[config.mk]
export PLATFORM = sky130hd
export DESIGN_NAME = pc_device_flat
export DESIGN_NICKNAME = d
export VERILOG_FILES = /design/src/pc_pkg.sv /design/src/pc_link_if.sv /design/src/pc_device.sv /design/src/flat_wrapper.sv
export VERILOG_INCLUDE_DIRS = /design/src
export SDC_FILE = /design/constraint.sdc
export NUM_CORES = 1
export LEC_CHECK = 0
export BUFFER_PORTS_ARGS = -buffer_cell sky130_fd_sc_hd__buf_4
export CORE_MARGIN = 4
export CORE_UTILIZATION = 25
export CTS_CLUSTER_SIZE = 8
export DETAILED_ROUTE_END_ITERATION = 8
export PLACE_DENSITY_LB_ADDON = 0.3
export SLEW_MARGIN = 20
export SYNTH_ARGS = -nofsm -noshare
export SYNTH_HDL_FRONTEND = slang
export SYNTH_SLANG_ARGS = --single-unit
[constraint.sdc]
create_clock -name CLK_SYS -period 2.3 [get_ports CLK_SYS]
set_clock_uncertainty 0.15 [all_clocks]
set_input_delay 0.115 -clock CLK_SYS [delete_from_list [all_inputs] [get_ports CLK_SYS]]
set_output_delay 0.115 -clock CLK_SYS [all_outputs]
set_load 0.02 [all_outputs]
[src/pc_consts.svh]
// Timing and width constants shared by both ends of the channel converters.
// Assumes inclusion by bare name from the package and both design files.
`ifndef PC_CONSTS_SVH
`define PC_CONSTS_SVH
// ----------------------------------------
// Widths, stage count and constant values
// ----------------------------------------
`define PC_DATA_W 8
`define PC_SYNC_STAGES 3
`define PC_ZERO_1 1'h0
`define PC_ONE_1 1'h1
`define PC_ZERO_DATA 8'h00
`endif

[src/pc_pkg.sv]
// Shared types for the channel protocol converters.
// Assumes pc_consts.svh is on the include path.
`include "pc_consts.svh"
package pc_pkg;
	typedef logic [`PC_DATA_W-1:0] pc_data_t;
	typedef enum logic [1:0] {
		PC_MODE_STRAIGHT = 2'h0,
		PC_MODE_PORTED = 2'h1,
		PC_MODE_BARE = 2'h2,
		PC_MODE_EVENT = 2'h3
	} pc_mode_t;
endpackage

[src/pc_link_if.sv]
// Pad bundle between the converter and the external party.
// Assumes both ends share CLK_SYS; one direction per data bundle.
`timescale 1ns/1ns
interface pc_link_if;
	// Device to party data
	pc_pkg::pc_data_t out_data;
	// Party to device data
	pc_pkg::pc_data_t in_data;
	// Output channel handshakes: receiver ready first, transmitter ready second
	logic out_rx_rdy;
	logic out_tx_rdy;
	// Input channel handshakes
	logic in_rx_rdy;
	logic in_tx_rdy;
	// Port strobes from the program, then port and bare data both ways
	logic port_out_strobe;
	logic port_in_strobe;
	pc_pkg::pc_data_t port_out_data;
	pc_pkg::pc_data_t port_in_data;
	pc_pkg::pc_data_t bare_out_data;
	pc_pkg::pc_data_t bare_in_data;
	// Event line: acknowledge then request
	logic event_ack;
	logic event_req;
	modport device (
		output out_data, out_tx_rdy, in_rx_rdy, port_out_strobe, port_in_strobe,
		output port_out_data, bare_out_data, event_req,
		input in_data, out_rx_rdy, in_tx_rdy, port_in_data, bare_in_data, event_ack
	);
	modport party (
		input out_data, out_tx_rdy, in_rx_rdy, port_out_strobe, port_in_strobe,
		input port_out_data, bare_out_data, event_req,
		output in_data, out_rx_rdy, in_tx_rdy, port_in_data, bare_in_data, event_ack
	);
endinterface

[src/pc_device.sv]
// Device end: converters between program channels and pads.
// Assumes the program side is on CLK_SYS; pads toward the party use the link.
`timescale 1ns/1ns
`include "pc_consts.svh"
module pc_device (
	input wire logic CLK_SYS,
	input wire logic RST_N,
	pc_link_if.device LINK,
	// Straight output channel, program side
	input wire logic OUT_SEND,
	input pc_pkg::pc_data_t OUT_VALUE,
	output logic OUT_DONE,
	// Straight input channel, program side
	input wire logic IN_RECV,
	output pc_pkg::pc_data_t IN_VALUE,
	output logic IN_DONE,
	// Ported channels
	input wire logic PORT_WRITE,
	input pc_pkg::pc_data_t PORT_WVALUE,
	input wire logic PORT_READ,
	output pc_pkg::pc_data_t PORT_RVALUE,
	output logic PORT_DONE,
	// Bare ports
	input wire logic BARE_WRITE,
	input pc_pkg::pc_data_t BARE_WVALUE,
	output pc_pkg::pc_data_t BARE_RVALUE,
	// Zero-width event channel
	input wire logic EVENT_SEND,
	output logic EVENT_DONE
);
	// ----------------------------------------
	// Fire decode
	// ----------------------------------------
	// Pads are registered because top outputs come from flip-flops; the
	// handshake still completes in the cycle both lines are seen high.
	logic out_fire;
	logic in_fire;
	logic event_fire;
	assign out_fire = LINK.out_tx_rdy & LINK.out_rx_rdy;
	assign in_fire = LINK.in_rx_rdy & LINK.in_tx_rdy;
	assign event_fire = LINK.event_req & LINK.event_ack;

	// ----------------------------------------
	// Straight output converter
	// ----------------------------------------
	// Line drops after a fire; a program still holding its
	// request raises it again one cycle later.
	// Raise own handshake
	always_ff @(posedge CLK_SYS) begin
		if (!RST_N) begin
			LINK.out_tx_rdy <= `PC_ZERO_1;
		end else begin
			LINK.out_tx_rdy <= OUT_SEND & ~out_fire;
		end
	end

	always_ff @(posedge CLK_SYS) begin
		if (!RST_N) begin
			LINK.out_data <= `PC_ZERO_DATA;
		end else begin
			LINK.out_data <= OUT_VALUE;
		end
	end

	always_ff @(posedge CLK_SYS) begin
		if (!RST_N) begin
			OUT_DONE <= `PC_ZERO_1;
		end else begin
			OUT_DONE <= out_fire;
		end
	end

	// ----------------------------------------
	// Straight input converter
	// ----------------------------------------
	// Receiver ready is ours
	always_ff @(posedge CLK_SYS) begin
		if (!RST_N) begin
			LINK.in_rx_rdy <= `PC_ZERO_1;
		end else begin
			LINK.in_rx_rdy <= IN_RECV & ~in_fire;
		end
	end

	always_ff @(posedge CLK_SYS) begin
		if (!RST_N) begin
			IN_VALUE <= `PC_ZERO_DATA;
		end else begin
			if (in_fire) begin
				IN_VALUE <= LINK.in_data;
			end
		end
	end

	always_ff @(posedge CLK_SYS) begin
		if (!RST_N) begin
			IN_DONE <= `PC_ZERO_1;
		end else begin
			IN_DONE <= in_fire;
		end
	end

	// ----------------------------------------
	// Event converter
	// ----------------------------------------
	// Zero width, handshake only
	always_ff @(posedge CLK_SYS) begin
		if (!RST_N) begin
			LINK.event_req <= `PC_ZERO_1;
		end else begin
			LINK.event_req <= EVENT_SEND & ~event_fire;
		end
	end

	always_ff @(posedge CLK_SYS) begin
		if (!RST_N) begin
			EVENT_DONE <= `PC_ZERO_1;
		end else begin
			EVENT_DONE <= event_fire;
		end
	end

	// ----------------------------------------
	// Ported converters
	// ----------------------------------------
	// Outside taken as always ready, so the program
	// alone paces the port; nothing can stall it.
	// No incoming handshake
	always_ff @(posedge CLK_SYS) begin
		if (!RST_N) begin
			LINK.port_out_strobe <= `PC_ZERO_1;
			LINK.port_in_strobe <= `PC_ZERO_1;
		end else begin
			LINK.port_out_strobe <= PORT_WRITE;
			LINK.port_in_strobe <= PORT_READ;
		end
	end

	always_ff @(posedge CLK_SYS) begin
		if (!RST_N) begin
			LINK.port_out_data <= `PC_ZERO_DATA;
		end else begin
			if (PORT_WRITE) begin
				LINK.port_out_data <= PORT_WVALUE;
			end
		end
	end

	always_ff @(posedge CLK_SYS) begin
		if (!RST_N) begin
			PORT_RVALUE <= `PC_ZERO_DATA;
		end else begin
			if (PORT_READ) begin
				PORT_RVALUE <= LINK.port_in_data;
			end
		end
	end

	always_ff @(posedge CLK_SYS) begin
		if (!RST_N) begin
			PORT_DONE <= `PC_ZERO_1;
		end else begin
			PORT_DONE <= PORT_WRITE | PORT_READ;
		end
	end

	// ----------------------------------------
	// Bare ports
	// ----------------------------------------
	// Data only, no strobe
	always_ff @(posedge CLK_SYS) begin
		if (!RST_N) begin
			LINK.bare_out_data <= `PC_ZERO_DATA;
		end else begin
			if (BARE_WRITE) begin
				LINK.bare_out_data <= BARE_WVALUE;
			end
		end
	end

	always_ff @(posedge CLK_SYS) begin
		if (!RST_N) begin
			BARE_RVALUE <= `PC_ZERO_DATA;
		end else begin
			BARE_RVALUE <= LINK.bare_in_data;
		end
	end
endmodule

[src/flat_wrapper.sv]
// flat-port wrapper written by rule: the top's interface ports become plain ports
module pc_device_flat 
  (CLK_SYS, RST_N, OUT_SEND, OUT_VALUE, OUT_DONE, IN_RECV, IN_VALUE, IN_DONE, PORT_WRITE, PORT_WVALUE, PORT_READ, PORT_RVALUE, PORT_DONE, BARE_WRITE, BARE_WVALUE, BARE_RVALUE, EVENT_SEND, EVENT_DONE, LINK_out_data, LINK_out_tx_rdy, LINK_in_rx_rdy, LINK_port_out_strobe, LINK_port_in_strobe, LINK_port_out_data, LINK_bare_out_data, LINK_event_req, LINK_in_data, LINK_out_rx_rdy, LINK_in_tx_rdy, LINK_port_in_data, LINK_bare_in_data, LINK_event_ack);
  pc_link_if LINK_i ();
  input wire logic CLK_SYS;
  input wire logic RST_N;
  input wire logic OUT_SEND;
  input pc_pkg::pc_data_t OUT_VALUE;
  output logic OUT_DONE;
  input wire logic IN_RECV;
  output pc_pkg::pc_data_t IN_VALUE;
  output logic IN_DONE;
  input wire logic PORT_WRITE;
  input pc_pkg::pc_data_t PORT_WVALUE;
  input wire logic PORT_READ;
  output pc_pkg::pc_data_t PORT_RVALUE;
  output logic PORT_DONE;
  input wire logic BARE_WRITE;
  input pc_pkg::pc_data_t BARE_WVALUE;
  output pc_pkg::pc_data_t BARE_RVALUE;
  input wire logic EVENT_SEND;
  output logic EVENT_DONE;
  output wire logic [$bits(LINK_i.out_data)-1:0] LINK_out_data;
  output wire logic [$bits(LINK_i.out_tx_rdy)-1:0] LINK_out_tx_rdy;
  output wire logic [$bits(LINK_i.in_rx_rdy)-1:0] LINK_in_rx_rdy;
  output wire logic [$bits(LINK_i.port_out_strobe)-1:0] LINK_port_out_strobe;
  output wire logic [$bits(LINK_i.port_in_strobe)-1:0] LINK_port_in_strobe;
  output wire logic [$bits(LINK_i.port_out_data)-1:0] LINK_port_out_data;
  output wire logic [$bits(LINK_i.bare_out_data)-1:0] LINK_bare_out_data;
  output wire logic [$bits(LINK_i.event_req)-1:0] LINK_event_req;
  input wire logic [$bits(LINK_i.in_data)-1:0] LINK_in_data;
  input wire logic [$bits(LINK_i.out_rx_rdy)-1:0] LINK_out_rx_rdy;
  input wire logic [$bits(LINK_i.in_tx_rdy)-1:0] LINK_in_tx_rdy;
  input wire logic [$bits(LINK_i.port_in_data)-1:0] LINK_port_in_data;
  input wire logic [$bits(LINK_i.bare_in_data)-1:0] LINK_bare_in_data;
  input wire logic [$bits(LINK_i.event_ack)-1:0] LINK_event_ack;
  assign LINK_out_data = LINK_i.out_data;
  assign LINK_out_tx_rdy = LINK_i.out_tx_rdy;
  assign LINK_in_rx_rdy = LINK_i.in_rx_rdy;
  assign LINK_port_out_strobe = LINK_i.port_out_strobe;
  assign LINK_port_in_strobe = LINK_i.port_in_strobe;
  assign LINK_port_out_data = LINK_i.port_out_data;
  assign LINK_bare_out_data = LINK_i.bare_out_data;
  assign LINK_event_req = LINK_i.event_req;
  assign LINK_i.in_data = LINK_in_data;
  assign LINK_i.out_rx_rdy = LINK_out_rx_rdy;
  assign LINK_i.in_tx_rdy = LINK_in_tx_rdy;
  assign LINK_i.port_in_data = LINK_port_in_data;
  assign LINK_i.bare_in_data = LINK_bare_in_data;
  assign LINK_i.event_ack = LINK_event_ack;
  pc_device u_core (.CLK_SYS(CLK_SYS), .RST_N(RST_N), .LINK(LINK_i), .OUT_SEND(OUT_SEND), .OUT_VALUE(OUT_VALUE), .OUT_DONE(OUT_DONE), .IN_RECV(IN_RECV), .IN_VALUE(IN_VALUE), .IN_DONE(IN_DONE), .PORT_WRITE(PORT_WRITE), .PORT_WVALUE(PORT_WVALUE), .PORT_READ(PORT_READ), .PORT_RVALUE(PORT_RVALUE), .PORT_DONE(PORT_DONE), .BARE_WRITE(BARE_WRITE), .BARE_WVALUE(BARE_WVALUE), .BARE_RVALUE(BARE_RVALUE), .EVENT_SEND(EVENT_SEND), .EVENT_DONE(EVENT_DONE));
endmodule
## After elaboration in Yosys (flattened, before gate mapping)

Index checks and enable logic that the tools add are counted.
W data, S select, Z words.

- Bits of input ports: 59
- Output and inout bits: 57
- Bits in registers: 57
- Word-level logic and storage cells: 25

- Bitwise operators: 10

Operators with widths:

| cell | number |
|---|---|
| $and A1 B1 Y1 | 6 |
| $not A1 Y1 | 3 |
| $or A1 B1 Y1 | 1 |

## Depth between registers and ports, before layout

Gate-level depths: netlist of the first run.

- Word-level depth: 3
- Gate-level depth with buffers: 4
- Mapped depth without buffers: 2

## Worst setup path after synthesis of the first run

OpenSTA, ideal clock, no wires.

- Kind: register to register
- Start point: reg u_core.LINK.in_rx_rdy
- End point: reg u_core.IN_VALUE[0]
- Period minus slack after synthesis: 1,184 ps
- Setup slack: 1,116 ps
- Stages on the path, launching flop included: 5
- Data arrival time: 919 ps
- Buffers on the path: 2
- Setup time: 115 ps
- Required time: 2,035 ps
- Cell sequence: dfxtp_1 > buf_6 > and2_4 > buf_6 > o21ai_2

- Word-level cells in the longest chain between the ends: 1

Ends and longest elaborated chain:

| item | RTL line | RTL |
|---|---|---|
| from (decl) | pc_link_if.sv:26 | `output out_data, out_tx_rdy, in_rx_rdy, port_out_strobe, port_in_strobe,` |
| from (signal assigned) | pc_device.sv:79 | `` LINK.in_rx_rdy <= `PC_ZERO_1; `` |
| from (signal assigned) | pc_device.sv:81 | `LINK.in_rx_rdy <= IN_RECV & ~in_fire;` |
| $and A1 B1 Y1 | pc_device.sv:40 | `assign in_fire = LINK.in_rx_rdy & LINK.in_tx_rdy;` |
| to (signal assigned) | pc_device.sv:87 | `` IN_VALUE <= `PC_ZERO_DATA; `` |
| to (signal assigned) | pc_device.sv:90 | `IN_VALUE <= LINK.in_data;` |
| to (decl) | pc_device.sv:15 | `output pc_pkg::pc_data_t IN_VALUE,` |

Every way passes these cells.
A chain may end at the register's enable or synchronous reset.

## Worst setup path in the final report of the first run

- Start point: reg u_core.LINK.in_rx_rdy
- End point: reg u_core.IN_VALUE[7]

Same word-level chain as after synthesis.

==> out/summary.txt, run 1 <==
OUTCOME
---------------------------------------------------------------------------------
Outcome ............................................................    completed

LAYOUT
---------------------------------------------------------------------------------
Area used by sequential logic in the layout ........................   1141 sq um
Number of diodes ...................................................            0
P&R area growth vs syn .............................................       88.90%
Number of nets in the layout .......................................          408
Post-route insts no fill ...........................................          453
Share of cells above drive strength 1 ..............................       0.3898
Finished Core Util .................................................       0.4970
Multi-input logic area .............................................  714.4 sq um
Filler Cells Inserted ..............................................          666

HOLD PATH
---------------------------------------------------------------------------------
Path type of the worst min-delay path .............................. input pin to register
Hold Startpoint ....................................................   BARE_WRITE
Hold Path Cell Cnt .................................................            3
Hold path endpoint ................................................. u_core.LINK.bare_out_data[4]$_SDFFE_PN0P_

SYNTHESIS
---------------------------------------------------------------------------------
Async S/R FF share, synth ..........................................            0
Most used flip-flop cell after synthesis ........................... sky130_fd_sc_hd__dfxtp_1
Number of cells produced by synthesis ..............................          171
Count of synthesis-stage warnings from yosys .......................            0
Number of library cell types mapped by synthesis ...................           18
Synthesized area divided by synthesized cell count .................  11.40 sq um
Synthesized flop and latch total ...................................           57
Portion of synthesized cell area occupied by the leading cell type .       0.5854
Library cell with the highest instance count after synthesis ....... sky130_fd_sc_hd__dfxtp_1
Mapped Nets ........................................................          230
Biggest area contributors in the synthesized netlist ............... sky130_fd_sc_hd__dfxtp_1, sky130_fd_sc_hd__mux2i_1, sky130_fd_sc_hd__nor2b_1, sky130_fd_sc_hd__and2_1, sky130_fd_sc_hd__o21ai_2
Area leader, netlist ............................................... sky130_fd_sc_hd__dfxtp_1
Combined area of all synthesized cells .............................   1949 sq um
Share of synthesized area occupied by flip-flops and latches .......       0.5854
Most instantiated cells after synthesis ............................ sky130_fd_sc_hd__dfxtp_1, sky130_fd_sc_hd__mux2i_1, sky130_fd_sc_hd__nor2b_1
Number of enable flip-flop cells after synthesis ...................            0

GLOBAL ROUTING
---------------------------------------------------------------------------------
Antenna violations before repair ...................................            0
Met1 track demand over resource in global routing ..................       0.1211
Largest net degree at the start of global routing ..................           66
Met3 demand-to-capacity share in global routing ....................      0.04535
Wire length of the first global-routing pass ....................... 8328 microns
Met2 Usage GRT .....................................................       0.2122
GRT busiest layer ..................................................         met2
Number of global-route vias before repair ..........................         1818
Global Route Usage Sum .............................................       0.1192
Remaining global-route overflow ....................................            0

DETAILED ROUTING
---------------------------------------------------------------------------------
First drt pass iteration count .....................................            4
Routed wire length per instance .................................... 12.25 microns
Antenna viol nets, final ...........................................            0
Total Routed Length ................................................ 5551 microns
DRC viols ..........................................................            0
Iteration-0 DRC Markers ............................................           35
Routed via count ...................................................         1816
Via density per instance ...........................................        4.009

STA
---------------------------------------------------------------------------------
Number of failing hold endpoints at the final stage ................            0
Final-report setup violation count .................................            0
Worst setup slack after layout .....................................    0.7127 ns
Max transition margin ..............................................       0.6506
Fmax ...............................................................    630.0 MHz
Slew @ Worst Pin ...................................................    0.5241 ns
RSZ-0062 raised after global routing ...............................        false
Fraction of the cycle the final worst path needs ...................       0.6901
Final min period ...................................................     1.587 ns
Summed negative setup slack over all endpoints .....................         0 ns
Worst Hold Slack ...................................................   0.02779 ns
Max Transition Viols Final .........................................            0

SETUP PATH
---------------------------------------------------------------------------------
Type of destination of the critical path ...........................     register
Register-to-Register Setup Slack ...................................      0.71 ns
Cell-by-cell trace of the critical path ............................ nand4_1, dlygate4sd3_1, o21ai_2
Endpoint of the most critical register-to-register path ............ u_core.IN_VALUE[7]$_SDFFE_PN0P_
CP Launch Type .....................................................     register
Critical path class ................................................ register to register
CP Launch Point .................................................... u_core.LINK.in_rx_rdy$_SDFF_PN0_
Logic depth of the worst register-to-register path .................            3
Slowest Stage Delay on Critical Path ...............................      0.61 ns
Max FO, Critical Path ..............................................           11
Launch instance of the worst register-to-register path ............. u_core.LINK.in_rx_rdy$_SDFF_PN0_
CP max stage cell .................................................. sky130_fd_sc_hd__dlygate4sd3_1
Crit path required time ............................................      2.41 ns
WP data arrival ....................................................      1.70 ns

POWER AND IR DROP
---------------------------------------------------------------------------------
Switching power ....................................................  0.0005671 W
Cell internal pwr ..................................................   0.001802 W
PD cells ........................................................... 643.3 nW/um^2
Sw frac ............................................................       0.2394
Part of the power in combinational logic ...........................        0.169
LEAKAGE ............................................................     1.707 nW
Part of the total power dissipated in sequential elements ..........        0.449
Clock network power share ..........................................        0.381
Maximum vdd ir drop ................................................  0.0003134 V

CTS
---------------------------------------------------------------------------------
# H-tree levels ....................................................            3
Buffer depth of the longest clock path .............................            2
Root buffer cell ................................................... sky130_fd_sc_hd__clkbuf_8
Clock network latency to the later pin of the worst-skew pair ......      0.32 ns
Number of buffers created by CTS ...................................            9
Clock sink count ...................................................           57
Clock-pin slew on the worst setup and hold paths ...................      0.07 ns
TritonCTS clock tree ...............................................         done

DIE
---------------------------------------------------------------------------------
Initial Util .......................................................       0.2631
Die area ...........................................................   9275 sq um
Height of the die .................................................. 96.31 microns
CORE AREA ..........................................................   7408 sq um
Number of top-level pins ...........................................          116
Die outline width .................................................. 96.31 microns
Num rows ...........................................................           31

PLACE
---------------------------------------------------------------------------------
Post-DP HPWL ....................................................... 3382 microns
Place WS ...........................................................     1.126 ns
RD Place Congestion ................................................       0.6082
Number of input and output port buffers inserted ...................          115
Cells after DPL ....................................................          372

FLOW RUN
---------------------------------------------------------------------------------
Max-cap check violation count ......................................            0

## final cells by class
cell class              instances  area share
clock inverters                 3     0.01087
well taps                      99     0.03364
clock buffers                  13     0.04044
flip-flops and latches         57      0.3099
repair buffers                180      0.4111
multi-input cells             101      0.1940
## per-layer routing
metal,vias up,wire [microns],share of wire
li1,917,-,-
met1,826,2085,0.38
met2,66,2857,0.51
met3,7,533,0.096
met4,0,75,0.014
met5,-,0,0
## sequential cells by signal (all words and copies together), names as in the netlist, 8 cells and up
name                       flops
u_core.PORT_RVALUE             8
u_core.LINK.out_data           8
u_core.BARE_RVALUE             8
u_core.LINK.port_out_data      8
u_core.LINK.bare_out_data      8
u_core.IN_VALUE                8
## kinds of logic (layout without fill, tap and decap cells)
logic type             count (synthesis)  after routing  synth area share
AOI/OAI and AO/OA                     11             11           0.04493
muxes                                 24             24            0.1232
buffers and inverters                 13            196           0.04813
DFF                                   57             57            0.5854
and+or+nand+nor                       66             66            0.1983
## worst max path at each step
stage,endpoint,slack (ns)
2_1_floorplan,u_core.IN_VALUE[0]$_SDFFE_PN0P_,1.12
3_3_place_gp,u_core.IN_VALUE[5]$_SDFFE_PN0P_,1.17
3_5_place_dp,u_core.IN_VALUE[1]$_SDFFE_PN0P_,1.13
4_1_cts,u_core.IN_VALUE[5]$_SDFFE_PN0P_,0.76
5_1_grt,u_core.IN_VALUE[7]$_SDFFE_PN0P_,0.62
6_report,u_core.IN_VALUE[7]$_SDFFE_PN0P_,0.71
## stage by stage
step,power [W],instance area [sq um]
floorplan,0.001244,1949
global placement,0.001401,2843
global route,0.002480,3682
finish,0.002369,3682
CTS,0.002400,3682
detailed placement,0.001406,2843
## cell usage in the layout (no fill, tap or decap)
cell                            instances
sky130_fd_sc_hd__a21oi_1                2
sky130_fd_sc_hd__bufinv_16              1
sky130_fd_sc_hd__mux2i_1               24
sky130_fd_sc_hd__and3_1                 2
sky130_fd_sc_hd__nand2_1               11
sky130_fd_sc_hd__o21ai_2                8
sky130_fd_sc_hd__clkbuf_8              10
sky130_fd_sc_hd__o21a_1                 1
sky130_fd_sc_hd__nand4_1                8
sky130_fd_sc_hd__clkbuf_1               3
sky130_fd_sc_hd__dlygate4sd3_1         65
sky130_fd_sc_hd__nor2_1                 1
sky130_fd_sc_hd__nor2b_1               24
sky130_fd_sc_hd__clkinv_2               2
sky130_fd_sc_hd__and2_4                 1
sky130_fd_sc_hd__dfxtp_1               57
sky130_fd_sc_hd__and3_2                 1
sky130_fd_sc_hd__buf_4                115
sky130_fd_sc_hd__and2_1                18
## repair_timing
| item | in CTS | in global routing |
|---|---|---|
| hold endpoints to repair | 57 | 0 |
| buffers inserted | 0 | 0 |
| hold buffers | 65 | 0 |
| resized for setup | 0 | 0 |
## worst max-delay path: cells and delay by family, from the launching register on
family          cells  cell delay (ns)
compound gates      1             0.05
buf+inv             1             0.61
simple gates        1             0.16
flops               1             0.55
## power groups by stage
stage | Clock (W) | Combinational [W] | Sequential [W]
2_1_floorplan | 0 | 0.0000977 | 0.00115
3_3_place_gp | 0 | 0.000318 | 0.00108
3_5_place_dp | 0 | 0.000321 | 0.00108
4_1_cts | 0.000935 | 0.000402 | 0.00106
5_1_grt | 0.000978 | 0.000432 | 0.00107
6_report | 0.000904 | 0.000401 | 0.00106
No activity file was read; power rests on OpenSTA's default activity.
==> run 2: changes to the inputs <==
--- a/config.mk
+++ b/config.mk
@@ -6,6 +6,7 @@
 export SDC_FILE = /design/constraint.sdc
 export NUM_CORES = 1
 export LEC_CHECK = 0
+export ABC_AREA = 1
 export BUFFER_PORTS_ARGS = -buffer_cell sky130_fd_sc_hd__buf_4
 export CORE_MARGIN = 4
 export CORE_UTILIZATION = 25
==> constraint.sdc (replaced) <==
create_clock -name CLK_SYS -period 1.65 [get_ports CLK_SYS]
set_clock_uncertainty 0.15 [all_clocks]
set_input_delay 0.0825 -clock CLK_SYS [delete_from_list [all_inputs] [get_ports CLK_SYS]]
set_output_delay 0.0825 -clock CLK_SYS [all_outputs]
set_load 0.02 [all_outputs]
==> out/summary.txt, run 2 <==
DIE
---------------------------------------------------------------------------------
Die area ...........................................................   8958 sq um
Height of the die .................................................. 94.65 microns
Die outline width .................................................. 94.65 microns
Initial Util .......................................................       0.2574
CORE AREA ..........................................................   7292 sq um
Num rows ...........................................................           31
Number of top-level pins ...........................................          116

SYNTHESIS
---------------------------------------------------------------------------------
Simple-gate share of the synthesized area ..........................       0.2233
Mapped Nets ........................................................          290
Portion of synthesized cell area occupied by the leading cell type .       0.6080
Largest family of logic cells by synthesized area .................. simple AND/OR/NAND/NOR gates
Library cell with the highest instance count after synthesis ....... sky130_fd_sc_hd__nor2_1
Synth Area in Compound Gates .......................................      0.06400
Synthesized-area fraction occupied by adder cells ..................            0
Number of cells produced by synthesis ..............................          231
Async S/R FF share, synth ..........................................            0
Area leader, netlist ............................................... sky130_fd_sc_hd__dfxtp_1
Share of cell area taken by muxes after synthesis ..................            0
Xor and xnor area share after synthesis ............................            0
Most instantiated cells after synthesis ............................ sky130_fd_sc_hd__nor2_1, sky130_fd_sc_hd__dfxtp_1, sky130_fd_sc_hd__nand2_1
Synthesized flop and latch total ...................................           57
Number of library cell types mapped by synthesis ...................           11
Synthesized area divided by synthesized cell count .................  8.125 sq um
Biggest area contributors in the synthesized netlist ............... sky130_fd_sc_hd__dfxtp_1, sky130_fd_sc_hd__nor2_1, sky130_fd_sc_hd__nand2_1, sky130_fd_sc_hd__inv_1, sky130_fd_sc_hd__o21ai_0
Share of synthesized area occupied by flip-flops and latches .......       0.6080
Number of enable flip-flop cells after synthesis ...................            0
Count of synthesis-stage warnings from yosys .......................            0
Combined area of all synthesized cells .............................   1877 sq um
Most used flip-flop cell after synthesis ........................... sky130_fd_sc_hd__dfxtp_1

SETUP PATH
---------------------------------------------------------------------------------
CP Launch Type .....................................................    input pin
Critical Path Sink ................................................. u_core.PORT_RVALUE[2]$_SDFFE_PN0P_
Register-to-Register Setup Slack ...................................      0.32 ns
CP Launch Point ....................................................    PORT_READ
Critical path class ................................................ input pin to register
Logic depth of the worst register-to-register path .................            3
Crit path required time ............................................      1.70 ns
Type of destination of the critical path ...........................     register
WP data arrival ....................................................      1.68 ns
Launch instance of the worst register-to-register path ............. u_core.LINK.port_out_data[0]$_SDFFE_PN0P_
Endpoint of the most critical register-to-register path ............ u_core.LINK.port_out_data[0]$_SDFFE_PN0P_
Max FO, Critical Path ..............................................            7

GLOBAL ROUTING
---------------------------------------------------------------------------------
Global Route Usage Sum .............................................       0.1348
Wire length of the first global-routing pass ....................... 9473 microns
Antenna violations before repair ...................................            0
Number of global-route vias before repair ..........................         2165
Remaining global-route overflow ....................................            0
Largest net degree at the start of global routing ..................           52

STA
---------------------------------------------------------------------------------
Fraction of the cycle the final worst path needs ...................       0.9857
Number of failing hold endpoints at the final stage ................            0
Fmax ...............................................................    614.8 MHz
Final min period ...................................................     1.626 ns
Summed negative setup slack over all endpoints .....................         0 ns
Max Transition Viols Final .........................................            0
Slew @ Worst Pin ...................................................    0.4700 ns
Max transition margin ..............................................       0.6867
Final-report setup violation count .................................            0
Worst setup slack after layout .....................................   0.02354 ns

CTS
---------------------------------------------------------------------------------
Clock sink count ...................................................           57
Buffer depth of the longest clock path .............................            2
Number of buffers created by CTS ...................................            9
Clock-pin slew on the worst setup and hold paths ...................      0.06 ns
# H-tree levels ....................................................            3
TritonCTS clock tree ...............................................         done
Clock network latency to the later pin of the worst-skew pair ......      0.31 ns
Root buffer cell ................................................... sky130_fd_sc_hd__clkbuf_8

DETAILED ROUTING
---------------------------------------------------------------------------------
Routed wire length per instance .................................... 10.83 microns
Routed via count ...................................................         2062
Total Routed Length ................................................ 5763 microns
DRC viols ..........................................................            0
Iteration-0 DRC Markers ............................................           60
First drt pass iteration count .....................................            4
Via density per instance ...........................................        3.876
Antenna viol nets, final ...........................................            0

HOLD PATH
---------------------------------------------------------------------------------
Hold Path Cell Cnt .................................................            3
Hold Startpoint .................................................... LINK_in_tx_rdy
Path type of the worst min-delay path .............................. input pin to register

LAYOUT
---------------------------------------------------------------------------------
Number of diodes ...................................................            0
Share of cells above drive strength 1 ..............................       0.3095
Leading cell type in the layout, fill and taps excluded ............ sky130_fd_sc_hd__buf_4
Post-route standard cell area excluding fillers ....................   3794 sq um
Number of nets in the layout .......................................          488
Most frequent cells in the layout .................................. sky130_fd_sc_hd__buf_4, sky130_fd_sc_hd__dlygate4sd3_1, sky130_fd_sc_hd__nor2_1
P&R area growth vs syn .............................................       102.1%

OUTCOME
---------------------------------------------------------------------------------
Outcome ............................................................    completed

POWER AND IR DROP
---------------------------------------------------------------------------------
Final Total Pwr ....................................................   0.003413 W
Maximum vdd ir drop ................................................  0.0004637 V
LEAKAGE ............................................................     1.999 nW
PD cells ........................................................... 899.8 nW/um^2

PLACE
---------------------------------------------------------------------------------
Place WS ...........................................................    0.5738 ns
Number of input and output port buffers inserted ...................          115
RD Place Congestion ................................................       0.6540
Post-DP HPWL ....................................................... 3403 microns
Placed instance area ...............................................   2780 sq um

FLOW RUN
---------------------------------------------------------------------------------
Max-cap check violation count ......................................            0

==> run 2: cells by family (layout without fill, tap and decap cells) <==
kind of cell           Yosys count  in the layout
DFF                             57             57
AOI/OAI and AO/OA               24             24
and+or+nand+nor                111            111
buffers and inverters           39            241
==> run 2: cell type report <==
| cell class | instances | area, sq um |
|---|---|---|
| flip-flops and latches | 57 | 1141 |
| fillers | 725 | 3498 |
| clock inverters | 3 | 40.04 |
| clock buffers | 12 | 155.1 |
| well taps | 99 | 123.9 |
| repair buffers | 196 | 1675 |
| multi-input cells | 135 | 541.8 |
| inverters | 30 | 116.4 |
==> run 2: layer usage <==
layer | GRT usage | wire length [microns] | up-vias
met1 | 0.1419 | 2170 | 899
met4 | 0.04808 | 108 | 0
li1 | - | - | 1081
met5 | 0 | 0 | -
met2 | 0.2366 | 2988 | 71
met3 | 0.06056 | 495 | 11
==> run 2: what timing repair did <==
item	4_1_cts	5_1_grt
hold buffers	81	0
resized for setup	0	3
endpoints found under the setup margin	0	6
hold endpoints to repair	56	0
buffers inserted	0	1
==> run 2: where the power goes <==
group / leakage, nW / switching, W / internal [W]
Combinational: 1.42 / 0.000279 / 0.000363
Sequential: 0.473 / 0.0000350 / 0.00146
Clock: 0.102 / 0.000511 / 0.000767
==> run 2: worst min path at each step <==
stage,endpoint,slack (ns)
floorplan,u_core.BARE_RVALUE[0]$_SDFF_PN0_,0.03
global placement,u_core.BARE_RVALUE[1]$_SDFF_PN0_,0.11
detailed placement,u_core.BARE_RVALUE[3]$_SDFF_PN0_,0.12
CTS,u_core.IN_DONE$_SDFF_PN0_,0.03
global route,u_core.IN_DONE$_SDFF_PN0_,0.08
finish,u_core.IN_DONE$_SDFF_PN0_,0.05
==> run 2: metrics by stage <==
stage,hold slack [ns],std cells,utilization
after floorplan,0.03013,231,-
after global placement,0.1133,436,0.3813
after detailed placement,0.1182,436,0.3813
after CTS,0.02753,532,0.5192
after global routing,0.07760,532,0.5202
final,0.04580,532,0.5202
==> run 2: worst max-delay path: stages <==
cell and delay [ns]:
sky130_fd_sc_hd__dlygate4sd3_1 0.55, sky130_fd_sc_hd__buf_6 0.14, sky130_fd_sc_hd__buf_4 0.14, sky130_fd_sc_hd__o21ai_0 0.15, sky130_fd_sc_hd__nor2_1 0.05, sky130_fd_sc_hd__dlygate4sd3_1 0.55
